File: config.mk
export PLATFORM = sky130hd
export DESIGN_NAME = tcc_capture_compare
export DESIGN_NICKNAME = d
export VERILOG_FILES = /design/src/tcc_pkg.sv /design/src/tcc_capture_compare.sv
export VERILOG_INCLUDE_DIRS = /design/src
export SDC_FILE = /design/constraint.sdc
export NUM_CORES = 1
export LEC_CHECK = 0
export ABC_AREA = 1
export BUFFER_PORTS_ARGS = -buffer_cell sky130_fd_sc_hd__buf_2
export CELL_PAD_IN_SITES_DETAIL_PLACEMENT = 1
export CELL_PAD_IN_SITES_GLOBAL_PLACEMENT = 2
export CORE_ASPECT_RATIO = 1.75
export CORE_MARGIN = 2
export CORE_UTILIZATION = 32
export CTS_CLUSTER_SIZE = 10
export DETAILED_ROUTE_END_ITERATION = 12
export PLACE_DENSITY_LB_ADDON = 0.2
export SYNTH_ARGS = -nofsm -noshare
export SYNTH_HDL_FRONTEND = slang
export SYNTH_SLANG_ARGS = --single-unit
File: constraint.sdc
create_clock -name aclk -period 4.25 [get_ports aclk]
set_input_delay 0.425 -clock aclk [delete_from_list [all_inputs] [get_ports aclk]]
set_output_delay 0.425 -clock aclk [all_outputs]
set_load 0.01 [all_outputs]
File: src/tcc_cfg.svh
`ifndef TCC_CFG_SVH
`define TCC_CFG_SVH

// Register indices; byte address is four times the index
`define TCC_IDX_CH0_CS      8'h45
`define TCC_IDX_CH0_HI      8'h46
`define TCC_IDX_CH0_LO      8'h47
`define TCC_IDX_CH1_CS      8'h48
`define TCC_IDX_CH1_HI      8'h49
`define TCC_IDX_CH1_LO      8'h4a

// Field positions in a channel control/status byte
`define TCC_BIT_FLAG        7
`define TCC_BIT_IRQ_EN      6
`define TCC_BIT_BUF         5
`define TCC_BIT_MODE        4
`define TCC_BIT_ELS_HI      3
`define TCC_BIT_ELS_LO      2
`define TCC_BIT_TOV         1
`define TCC_BIT_MAX         0

// Reset value of each control/status byte
`define TCC_CS_RESET        8'h00

// Edge/level field codes
`define TCC_ELS_OFF         2'h0
`define TCC_ELS_TOGGLE      2'h1
`define TCC_ELS_LOW         2'h2
`define TCC_ELS_HIGH        2'h3

// Register kinds inside a channel
`define TCC_KIND_CS         2'h0
`define TCC_KIND_HI         2'h1
`define TCC_KIND_LO         2'h2

// Bus response codes
`define TCC_RESP_OKAY       2'h0
`define TCC_RESP_SLVERR     2'h2

`endif

File: src/tcc_pkg.sv
package tcc_pkg;

  // Software-writable control bits of one channel
  typedef struct packed {
    logic       irq_en;
    logic       buf_sel;
    logic       mode_sel;
    logic [1:0] els;
    logic       tov;
    logic       max;
  } tcc_ctrl_t;

  // Result of an address decode
  typedef struct packed {
    logic       hit;
    logic       ch;
    logic [1:0] kind;
  } tcc_dec_t;

  // Drive of one channel pin
  typedef struct packed {
    logic out;
    logic oe;
  } tcc_pin_t;

  // Write response state
  typedef enum logic [1:0] {
    TCC_B_IDLE = 2'b01,
    TCC_B_RESP = 2'b10
  } tcc_bst_t;

endpackage

File: src/tcc_capture_compare.sv
`timescale 1ns/1ps
`default_nettype none
`include "tcc_cfg.svh"

// Overview of operation
// - Capture edge sets flag, latches counter
// - Compare equality sets channel event flag
// - Flag clears by read then zero write
// - Reset clears flag; writing one ignored
// - Interrupt enable gates flag onto request
// - Buffered bit disables channel one; its value pair feeds channel zero
// - Mode bit picks capture or compare
// - Field zero: mode bit sets initial level
// - Field zero disconnects pin from channel
// - Edge field picks rising, falling, both
// - Edge field picks toggle, low, high
// - Buffered bit forces buffered compare mode
// - Toggle on wrap in compare mode
// - Wrap toggle beats simultaneous compare match
// - Full duty force applies next period
// - Sixteen-bit value register pair per channel
// - High read blocks captures until low
// - High write blocks compares until low
// - Counter halt blocks all captures
module tcc_capture_compare #(
  parameter int CNT_W  = 16,
  parameter int ADDR_W = 12
) (
  input  wire logic                 aclk,
  input  wire logic                 aresetn,
  input  wire logic                 ce,
  // AXI4-Lite slave
  input  wire logic [ADDR_W-1:0]    s_axi_awaddr,
  input  wire logic                 s_axi_awvalid,
  output logic                      s_axi_awready,
  input  wire logic [31:0]          s_axi_wdata,
  input  wire logic [3:0]           s_axi_wstrb,
  input  wire logic                 s_axi_wvalid,
  output logic                      s_axi_wready,
  output logic [1:0]                s_axi_bresp,
  output logic                      s_axi_bvalid,
  input  wire logic                 s_axi_bready,
  input  wire logic [ADDR_W-1:0]    s_axi_araddr,
  input  wire logic                 s_axi_arvalid,
  output logic                      s_axi_arready,
  output logic [31:0]               s_axi_rdata,
  output logic [1:0]                s_axi_rresp,
  output logic                      s_axi_rvalid,
  input  wire logic                 s_axi_rready,
  // Shared counter, same clock
  input  wire logic [CNT_W-1:0]     counter_value,
  input  wire logic                 counter_tick,
  input  wire logic                 counter_wrap,
  input  wire logic                 counter_halt,
  // Channel pins and requests
  input  wire logic [1:0]           channel_pin,
  output var tcc_pkg::tcc_pin_t [1:0] pin_drive,
  output logic [1:0]                channel_irq
);
  // Byte-wide value registers only serve a 16-bit counter; index needs bits 9:2
  if (CNT_W != 16 || ADDR_W < 10) begin : g_bad_param
    $error("tcc_capture_compare: CNT_W must be 16 and ADDR_W at least 10");
  end

  // Map a word index to channel and register kind
  function automatic tcc_pkg::tcc_dec_t decode(input logic [7:0] idx);
    tcc_pkg::tcc_dec_t d;
    d = '0;
    case (idx)
      `TCC_IDX_CH0_CS: d = '{hit: 1'b1, ch: 1'b0, kind: `TCC_KIND_CS};
      `TCC_IDX_CH0_HI: d = '{hit: 1'b1, ch: 1'b0, kind: `TCC_KIND_HI};
      `TCC_IDX_CH0_LO: d = '{hit: 1'b1, ch: 1'b0, kind: `TCC_KIND_LO};
      `TCC_IDX_CH1_CS: d = '{hit: 1'b1, ch: 1'b1, kind: `TCC_KIND_CS};
      `TCC_IDX_CH1_HI: d = '{hit: 1'b1, ch: 1'b1, kind: `TCC_KIND_HI};
      `TCC_IDX_CH1_LO: d = '{hit: 1'b1, ch: 1'b1, kind: `TCC_KIND_LO};
      default:         d = '0;
    endcase
    return d;
  endfunction

  // Active edge per edge/level code
  function automatic logic edge_hit(input logic [1:0] els, input logic rise, input logic fall);
    case (els)
      `TCC_ELS_TOGGLE: return rise;
      `TCC_ELS_LOW:    return fall;
      `TCC_ELS_HIGH:   return rise | fall;
      default:         return 1'b0;
    endcase
  endfunction

  // Output level after a compare action
  function automatic logic cmp_action(input logic [1:0] els, input logic cur);
    case (els)
      `TCC_ELS_TOGGLE: return ~cur;
      `TCC_ELS_LOW:    return 1'b0;
      `TCC_ELS_HIGH:   return 1'b1;
      default:         return cur;
    endcase
  endfunction

  tcc_pkg::tcc_ctrl_t ctrl [2];
  tcc_pkg::tcc_bst_t  bst;
  logic [7:0]         val_hi [2];
  logic [7:0]         val_lo [2];
  logic [1:0]         flag;
  logic [1:0]         arm;
  logic [1:0]         rlock;
  logic [1:0]         wlock;
  logic [1:0]         out_state;
  logic [1:0]         pin_oe_q;
  logic [1:0]         max_eff;
  logic               buf_pick;
  logic [1:0]         sync1;
  logic [1:0]         sync2;
  logic [1:0]         sync3;
  logic               aw_held;
  logic               w_held;
  logic [7:0]         aw_idx;
  logic [7:0]         w_byte;
  logic               w_lane0;
  logic [31:0]        rdata_q;
  logic [1:0]         rresp_q;
  logic               rvalid_q;
  logic [1:0]         bresp_q;
  logic               buf0;
  logic               ch1_on;
  logic [1:0]         els_on;
  logic [1:0]         cmp_mode;
  logic [1:0]         cap_mode;
  logic [1:0]         mode00;
  logic [15:0]        cmp_val [2];
  logic [1:0]         cmp_lock;
  logic [1:0]         cap_ev;
  logic [1:0]         match;
  logic [1:0]         event_hit;
  logic               wr_go;
  logic               wr_en;
  logic               rd_go;
  tcc_pkg::tcc_dec_t  wdec;
  tcc_pkg::tcc_dec_t  rdec;

  // Channel mode decode
  always_comb begin
    buf0        = ctrl[0].buf_sel;
    ch1_on      = ~buf0;
    els_on[0]   = ctrl[0].els != `TCC_ELS_OFF;
    els_on[1]   = ctrl[1].els != `TCC_ELS_OFF;
    cmp_mode[0] = els_on[0] & (ctrl[0].mode_sel | buf0);
    cmp_mode[1] = ch1_on & els_on[1] & ctrl[1].mode_sel;
    cap_mode[0] = els_on[0] & ~ctrl[0].mode_sel & ~buf0;
    cap_mode[1] = ch1_on & els_on[1] & ~ctrl[1].mode_sel;
    mode00[0]   = ~ctrl[0].mode_sel & ~buf0;
    mode00[1]   = ~ctrl[1].mode_sel & ~buf0;
    // Buffered pair: channel 0 compares against whichever half is live
    cmp_val[0]  = (buf0 & buf_pick) ? {val_hi[1], val_lo[1]} : {val_hi[0], val_lo[0]};
    cmp_lock[0] = (buf0 & buf_pick) ? wlock[1] : wlock[0];
    cmp_val[1]  = {val_hi[1], val_lo[1]};
    cmp_lock[1] = wlock[1];
    for (int c = 0; c < 2; c++) begin
      cap_ev[c] = cap_mode[c] & ~counter_halt & ~rlock[c]
                  & edge_hit(ctrl[c].els, sync2[c] & ~sync3[c], ~sync2[c] & sync3[c]);
      match[c]  = cmp_mode[c] & counter_tick & ~cmp_lock[c]
                  & (counter_value == cmp_val[c]);
      event_hit[c] = cap_ev[c] | match[c];
    end
  end

  // Bus handshakes; readies drop while frozen so nothing is lost
  assign s_axi_awready = ce & ~aw_held & (bst == tcc_pkg::TCC_B_IDLE);
  assign s_axi_wready  = ce & ~w_held & (bst == tcc_pkg::TCC_B_IDLE);
  assign s_axi_arready = ce & ~rvalid_q;
  assign s_axi_bvalid  = bst == tcc_pkg::TCC_B_RESP;
  assign s_axi_bresp   = bresp_q;
  assign s_axi_rvalid  = rvalid_q;
  assign s_axi_rdata   = rdata_q;
  assign s_axi_rresp   = rresp_q;
  assign wr_go = ce & aw_held & w_held & (bst == tcc_pkg::TCC_B_IDLE);
  assign wdec  = decode(aw_idx);
  assign wr_en = wr_go & wdec.hit & w_lane0;
  assign rd_go = s_axi_arvalid & s_axi_arready;
  assign rdec  = decode(s_axi_araddr[9:2]);

  // Address and data may arrive in either order
  always_ff @(posedge aclk) begin
    if (!aresetn) begin
      aw_held <= 1'b0;
      w_held  <= 1'b0;
      aw_idx  <= 8'h00;
      w_byte  <= 8'h00;
      w_lane0 <= 1'b0;
    end else if (ce) begin
      if (s_axi_awvalid & s_axi_awready) begin
        aw_held <= 1'b1;
        aw_idx  <= s_axi_awaddr[9:2];
      end else if (wr_go) begin
        aw_held <= 1'b0;
      end
      if (s_axi_wvalid & s_axi_wready) begin
        w_held  <= 1'b1;
        w_byte  <= s_axi_wdata[7:0];
        w_lane0 <= s_axi_wstrb[0];
      end else if (wr_go) begin
        w_held <= 1'b0;
      end
    end
  end

  // Write response state
  always_ff @(posedge aclk) begin
    if (!aresetn) begin
      bst     <= tcc_pkg::TCC_B_IDLE;
      bresp_q <= `TCC_RESP_OKAY;
    end else if (ce) begin
      case (bst)
        tcc_pkg::TCC_B_IDLE: begin
          if (wr_go) begin
            bst     <= tcc_pkg::TCC_B_RESP;
            bresp_q <= wdec.hit ? `TCC_RESP_OKAY : `TCC_RESP_SLVERR;
          end
        end
        tcc_pkg::TCC_B_RESP: begin
          if (s_axi_bready) begin
            bst <= tcc_pkg::TCC_B_IDLE;
          end
        end
        default: bst <= tcc_pkg::TCC_B_IDLE;
      endcase
    end
  end

  // Read data; reserved and unmapped bits read as zero
  always_ff @(posedge aclk) begin
    if (!aresetn) begin
      rvalid_q <= 1'b0;
      rdata_q  <= 32'h0000_0000;
      rresp_q  <= `TCC_RESP_OKAY;
    end else if (ce) begin
      if (rd_go) begin
        rvalid_q <= 1'b1;
        rresp_q  <= rdec.hit ? `TCC_RESP_OKAY : `TCC_RESP_SLVERR;
        rdata_q  <= 32'h0000_0000;
        if (rdec.hit) begin
          case (rdec.kind)
            `TCC_KIND_CS: begin
              rdata_q[`TCC_BIT_FLAG]   <= flag[rdec.ch];
              rdata_q[`TCC_BIT_IRQ_EN] <= ctrl[rdec.ch].irq_en;
              rdata_q[`TCC_BIT_BUF]    <= ctrl[rdec.ch].buf_sel;
              rdata_q[`TCC_BIT_MODE]   <= ctrl[rdec.ch].mode_sel;
              rdata_q[`TCC_BIT_ELS_HI] <= ctrl[rdec.ch].els[1];
              rdata_q[`TCC_BIT_ELS_LO] <= ctrl[rdec.ch].els[0];
              rdata_q[`TCC_BIT_TOV]    <= ctrl[rdec.ch].tov;
              rdata_q[`TCC_BIT_MAX]    <= ctrl[rdec.ch].max;
            end
            `TCC_KIND_HI: rdata_q[7:0] <= val_hi[rdec.ch];
            `TCC_KIND_LO: rdata_q[7:0] <= val_lo[rdec.ch];
            default:      rdata_q[7:0] <= 8'h00;
          endcase
        end
      end else if (s_axi_rready) begin
        rvalid_q <= 1'b0;
      end
    end
  end

  // Control fields; channel 1 ignores writes while paired
  always_ff @(posedge aclk) begin
    if (!aresetn) begin
      ctrl[0] <= tcc_pkg::tcc_ctrl_t'(7'(`TCC_CS_RESET));
      ctrl[1] <= tcc_pkg::tcc_ctrl_t'(7'(`TCC_CS_RESET));
    end else if (ce && wr_en && wdec.kind == `TCC_KIND_CS && (!wdec.ch || ch1_on)) begin
      ctrl[wdec.ch].irq_en   <= w_byte[`TCC_BIT_IRQ_EN];
      ctrl[wdec.ch].buf_sel  <= wdec.ch ? 1'b0 : w_byte[`TCC_BIT_BUF];
      ctrl[wdec.ch].mode_sel <= w_byte[`TCC_BIT_MODE];
      ctrl[wdec.ch].els      <= {w_byte[`TCC_BIT_ELS_HI], w_byte[`TCC_BIT_ELS_LO]};
      ctrl[wdec.ch].tov      <= w_byte[`TCC_BIT_TOV];
      ctrl[wdec.ch].max      <= w_byte[`TCC_BIT_MAX];
    end
  end

  // Event flags with two-step clear; a new event always wins
  always_ff @(posedge aclk) begin
    if (!aresetn) begin
      flag <= 2'h0;
      arm  <= 2'h0;
    end else if (ce) begin
      for (int c = 0; c < 2; c++) begin
        if (event_hit[c]) begin
          flag[c] <= 1'b1;
          arm[c]  <= 1'b0;
        end else if (wr_en && wdec.kind == `TCC_KIND_CS && wdec.ch == c[0] && (c == 0 || ch1_on)
                     && !w_byte[`TCC_BIT_FLAG] && arm[c]) begin
          flag[c] <= 1'b0;
          arm[c]  <= 1'b0;
        end else if (rd_go && rdec.hit && rdec.kind == `TCC_KIND_CS && rdec.ch == c[0] && flag[c]) begin
          arm[c] <= 1'b1;
        end
      end
    end
  end

  assign channel_irq = flag & {ctrl[1].irq_en, ctrl[0].irq_en};

  // Value registers: undefined at reset, capture beats a software write
  always_ff @(posedge aclk) begin
    if (ce) begin
      for (int c = 0; c < 2; c++) begin
        if (cap_ev[c]) begin
          {val_hi[c], val_lo[c]} <= counter_value;
        end else if (wr_en && wdec.ch == c[0] && wdec.kind == `TCC_KIND_HI) begin
          val_hi[c] <= w_byte;
        end else if (wr_en && wdec.ch == c[0] && wdec.kind == `TCC_KIND_LO) begin
          val_lo[c] <= w_byte;
        end
      end
    end
  end

  // Half-access locks for capture reads and compare writes
  always_ff @(posedge aclk) begin
    if (!aresetn) begin
      rlock <= 2'h0;
      wlock <= 2'h0;
    end else if (ce) begin
      for (int c = 0; c < 2; c++) begin
        if (rd_go && rdec.hit && rdec.ch == c[0] && rdec.kind == `TCC_KIND_HI && mode00[c]) begin
          rlock[c] <= 1'b1;
        end else if (rd_go && rdec.hit && rdec.ch == c[0] && rdec.kind == `TCC_KIND_LO) begin
          rlock[c] <= 1'b0;
        end
        if (wr_en && wdec.ch == c[0] && wdec.kind == `TCC_KIND_HI && !mode00[c]) begin
          wlock[c] <= 1'b1;
        end else if (wr_en && wdec.ch == c[0] && wdec.kind == `TCC_KIND_LO) begin
          wlock[c] <= 1'b0;
        end
      end
    end
  end

  // Full-duty latch moves only at period edges; buffer half select flips there and clears whenever unbuffered
  always_ff @(posedge aclk) begin
    if (!aresetn) begin
      buf_pick <= 1'b0;
      max_eff  <= 2'h0;
    end else if (ce) begin
      if (!buf0) begin
        buf_pick <= 1'b0;
      end else if (counter_wrap) begin
        buf_pick <= ~buf_pick;
      end
      if (counter_wrap) begin
        max_eff <= {ctrl[1].max, ctrl[0].max};
      end
    end
  end

  // Pin synchroniser; third stage only feeds the edge detect
  always_ff @(posedge aclk) begin
    if (!aresetn) begin
      sync1 <= 2'h0;
      sync2 <= 2'h0;
      sync3 <= 2'h0;
    end else if (ce) begin
      sync1 <= channel_pin;
      sync2 <= sync1;
      sync3 <= sync2;
    end
  end

  // Output level per channel; wrap toggle takes precedence over a match
  always_ff @(posedge aclk) begin
    if (!aresetn) begin
      out_state <= 2'h0;
      pin_oe_q  <= 2'h0;
    end else if (ce) begin
      for (int c = 0; c < 2; c++) begin
        pin_oe_q[c] <= cmp_mode[c];
        if (!els_on[c]) begin
          out_state[c] <= ~ctrl[c].mode_sel;
        end else if (cmp_mode[c]) begin
          if ((counter_wrap ? ctrl[c].max : max_eff[c]) && !ctrl[c].tov) begin // Wrap cycle opens the new period
            out_state[c] <= 1'b1;
          end else if (ctrl[c].tov && counter_wrap) begin
            out_state[c] <= ~out_state[c];
          end else if (match[c]) begin
            out_state[c] <= cmp_action(ctrl[c].els, out_state[c]);
          end
        end
      end
    end
  end

  // Pin drive straight from flops
  assign pin_drive = {out_state[1], pin_oe_q[1], out_state[0], pin_oe_q[0]};

endmodule
`default_nettype wire

==> flow_metrics.py <==
metrics = {
    "cells_and_area": {
        "num_antenna_cells": 0,
        "drive_gt1_share_pct": 13.50,
        "nFillCells": 2340,
        "stdcell_count": 1130,
        "nNetsFinal": 992,
        "post-route-util_pct": 36.87,
        "area_delta_synth_final_pct": 13.36,
        "final_cell_area_um2": 6626,
    },
    "route": {
        "drt_first_pass_iters": 4,
        "drc": 0,
        "drtIter0Drc": 168,
        "wirelength_mm": 19.22,
        "vias": 5464,
        "final_antenna_net_count": 0,
        "routedWlPerCell_um": 17.00,
        "vias_per_cell": 4.835,
    },
    "sta": {
        "tns_ns": 0,
        "rsz0062_at_grt": "false",
        "final.setup.worst_slack_ns": 1.621,
        "finalHoldViolCount": 0,
        "period_share_pct": 61.86,
        "fmax_mhz": 380.4,
        "finalSetupViolCount": 0,
        "clock-skew-final_ns": 0.01271,
        "hold_ws_ns": 0.3124,
        "tightest_slew_ns": 0.9416,
        "slew_violations": 0,
        "min_period_ns": 2.629,
        "relSlewSlack_pct": 37.16,
    },
    "setup_path": {
        "reg2regPathDepth": 7,
        "cp-startpoint": "ctrl[0][5]$_SDFFCE_PN0P_",
        "cp.required_ns": 4.30,
        "r2r_slack_ns": 1.62,
        "r2r_end": "val_lo[14]$_DFFE_PP_",
        "cp-start-kind": "flop",
        "endpoint_kind": "flop",
        "crit_arrival_ns": 2.68,
        "cp_max_fo": 15,
        "path_class": "flop to flop",
        "r2r_start": "ctrl[0][5]$_SDFFCE_PN0P_",
    },
    "global_routing": {
        "grtUsageTotal_pct": 20.52,
        "grt_pass1_wl_mm": 30.59,
        "grt_start_max_net_pins": 36,
        "grt_use_met3_pct": 2.310,
        "met2_usage_pct": 40.18,
        "antenna_found_initial": 0,
        "top_usage_layer": "met2",
        "grt_pass1_vias": 5915,
        "grt_util_met1_pct": 20.69,
        "overflow": 0,
    },
    "synthesis": {
        "ys_seq_area_share_pct": 41.78,
        "synth_area_leaders": "edfxtp_1, dfxtp_1, nand2_1",
        "synth_mux_area_share_pct": 0,
        "synth_area_per_cell_um2": 7.129,
        "ys_warn_count": 0,
        "synth-main-ff-cell": "dfxtp_1",
        "syn_area_um2": 5846,
        "synth.distinct_cells": 42,
        "synth-adder-area-share_pct": 2.568,
        "synth_simple_gate_area_share_pct": 29.20,
        "synthXorXnorAreaFrac_pct": 0.4495,
        "async_flop_share_pct": 0,
        "synth_edf_count": 46,
        "yosys.area.top_type": "edfxtp_1",
        "synth-seq-cells": 99,
        "syn_inst": 820,
        "synth_top_family_by_area": "simple AND/OR/NAND/NOR gates",
        "synth_compound_area_share_pct": 13.87,
        "yosysTopAreaCellShare_pct": 23.63,
    },
    "placed_design": {
        "dp_hpwl_mm": 15.24,
        "dp_cells": 1114,
        "post-place-ws_ns": 1.602,
        "port_buffers": 74,
        "place_area_um2": 6357,
        "gp_congestion": 0.8736,
    },
    "floorplan": {
        "core_um2": 17970,
        "die_w_um": 106.2,
        "dieArea_um2": 19410,
        "die_y_um": 182.8,
        "rows": 65,
        "initial_utilization_pct": 32.52,
        "pin_count": 136,
    },
    "clock_network": {
        "ctsResizeCount": 0,
        "hold_buffers": 0,
        "cts_buffers": 9,
        "clk_latency_ns": 0.35,
        "cts_tree": "yes",
        "htree_num_levels": 3,
        "clkTransAtPathRegs_ns": 0.08,
        "cts.sinks": 99,
        "clockRootBuffer": "clkbuf_16",
        "post_cts_buffers": 0,
        "ctsLongestPathBuffers": 2,
    },
    "job": {
        "drv_cap": 0,
    },
    "worst_hold_path": {
        "holdPathStages": 3,
        "hold_path.class": "primary input to flop",
        "min_from": "channel_pin[1]",
        "whs_endpoint": "sync1[1]$_SDFFE_PN0P_",
    },
    "power_and_ir_drop": {
        "power.density_nw_per_um2": 319.8,
        "switching_share_pct": 28.24,
        "p_int_mw": 1.521,
        "p_switching_uw": 598.5,
        "seqPwrFrac_pct": 50.4,
        "comb_power_share_pct": 12.5,
        "p_total_mw": 2.119,
        "p_leak_nw": 3.024,
        "clockPowerShare_pct": 37.1,
        "ir_drop_mv": 0.1495,
    },
    "status": {
        "outcome": "finished clean",
    },
}
sequential cells by signal, indices dropped and copies added, names as in the netlist, 8 cells and up:
| signal | flops |
|---|---|
| aw_idx | 8 |
| ctrl | 14 |
| cmp_val | 16 |
| val_hi | 8 |
| w_byte | 8 |
| val_lo | 8 |
| s_axi_rdata | 8 |
metal layers:
layer	up-vias	share of wire, %
met5	-	0
met3	37	2.4
li1	2729	-
met4	0	4.5
met1	2606	38
met2	92	55
synthesized netlist by cell type (2+ instances only):
master and number:
o21ai_1 6, buf_4 28, a211oi_1 2, nand4_4 2, nor3_1 8, buf_6 3
o22ai_1 4, inv_2 4, buf_2 6, nand4_1 7, ha_1 12, nand3_1 44
a21oi_1 51, edfxtp_1 46, or2_2 2, inv_1 95, nand2_2 3, xor2_1 3
o21bai_1 2, nand2_1 260, o21ai_0 80, dfxtp_1 53, o211ai_1 4, nor3_4 3
nor2_2 3, nor2_1 63, clkbuf_1 11
critical path, cell delays in order (launching register included):
cell and delay, ns:
edfxtp_1 0.62, nor2_1 0.23, inv_1 0.11, nor2_1 0.17
nand3_1 0.43, buf_4 0.37, o22ai_1 0.16, buf_4 0.23
cells by family after synthesis:
family,count (synthesis)
AND/OR/NAND/NOR,401
AO/OA/AOI/OAI,153
buffers and inverters,151
flip-flops,99
adder cells (fa/ha/maj),12
XOR/XNOR,3
other,1
worst max path at each step:
stage	endpoint	cells past startpoint	slack (ns)
3_3_place_gp	val_lo[10]$_DFFE_PP_	7	1.60
3_5_place_dp	val_lo[14]$_DFFE_PP_	7	1.60
6_report	val_lo[14]$_DFFE_PP_	7	1.62
4_1_cts	val_lo[14]$_DFFE_PP_	7	1.58
2_1_floorplan	val_hi[10]$_DFFE_PP_	6	2.13
5_1_grt	val_lo[14]$_DFFE_PP_	7	1.45
area by class of cell:
class | instances | area, µm² | area share (%)
Multi-Input combinational cell | 596 | 2795 | 42.18
Tap cell | 234 | 292.8 | 4.418
Clock inverter | 6 | 40.04 | 0.6042
Timing Repair Buffer | 84 | 445.4 | 6.722
Clock buffer | 10 | 229.0 | 3.455
Inverter | 101 | 381.6 | 5.759
Sequential cell | 99 | 2442 | 36.86
cells in the final DEF, fill, tap and decap left out, types with 12 or more instances in the layout:
master and n:
a21oi_1 51, dfxtp_1 53, conb_1 27, nor2_1 63, nand3_1 44, ha_1 12, nand2_1 260, buf_2 74
edfxtp_1 46, inv_1 95, o21ai_0 80
power by group through the flow:
stage | Sequential [mW] | Clock, mW | Combinational (mW)
6_report | 1.07 | 0.787 | 0.264
5_1_grt | 1.07 | 0.834 | 0.303
4_1_cts | 1.07 | 0.806 | 0.270
3_5_place_dp | 1.09 | 0 | 0.268
3_3_place_gp | 1.09 | 0 | 0.259
2_1_floorplan | 1.08 | 0 | 0.188
No activity file was read; power rests on OpenSTA's default activity.
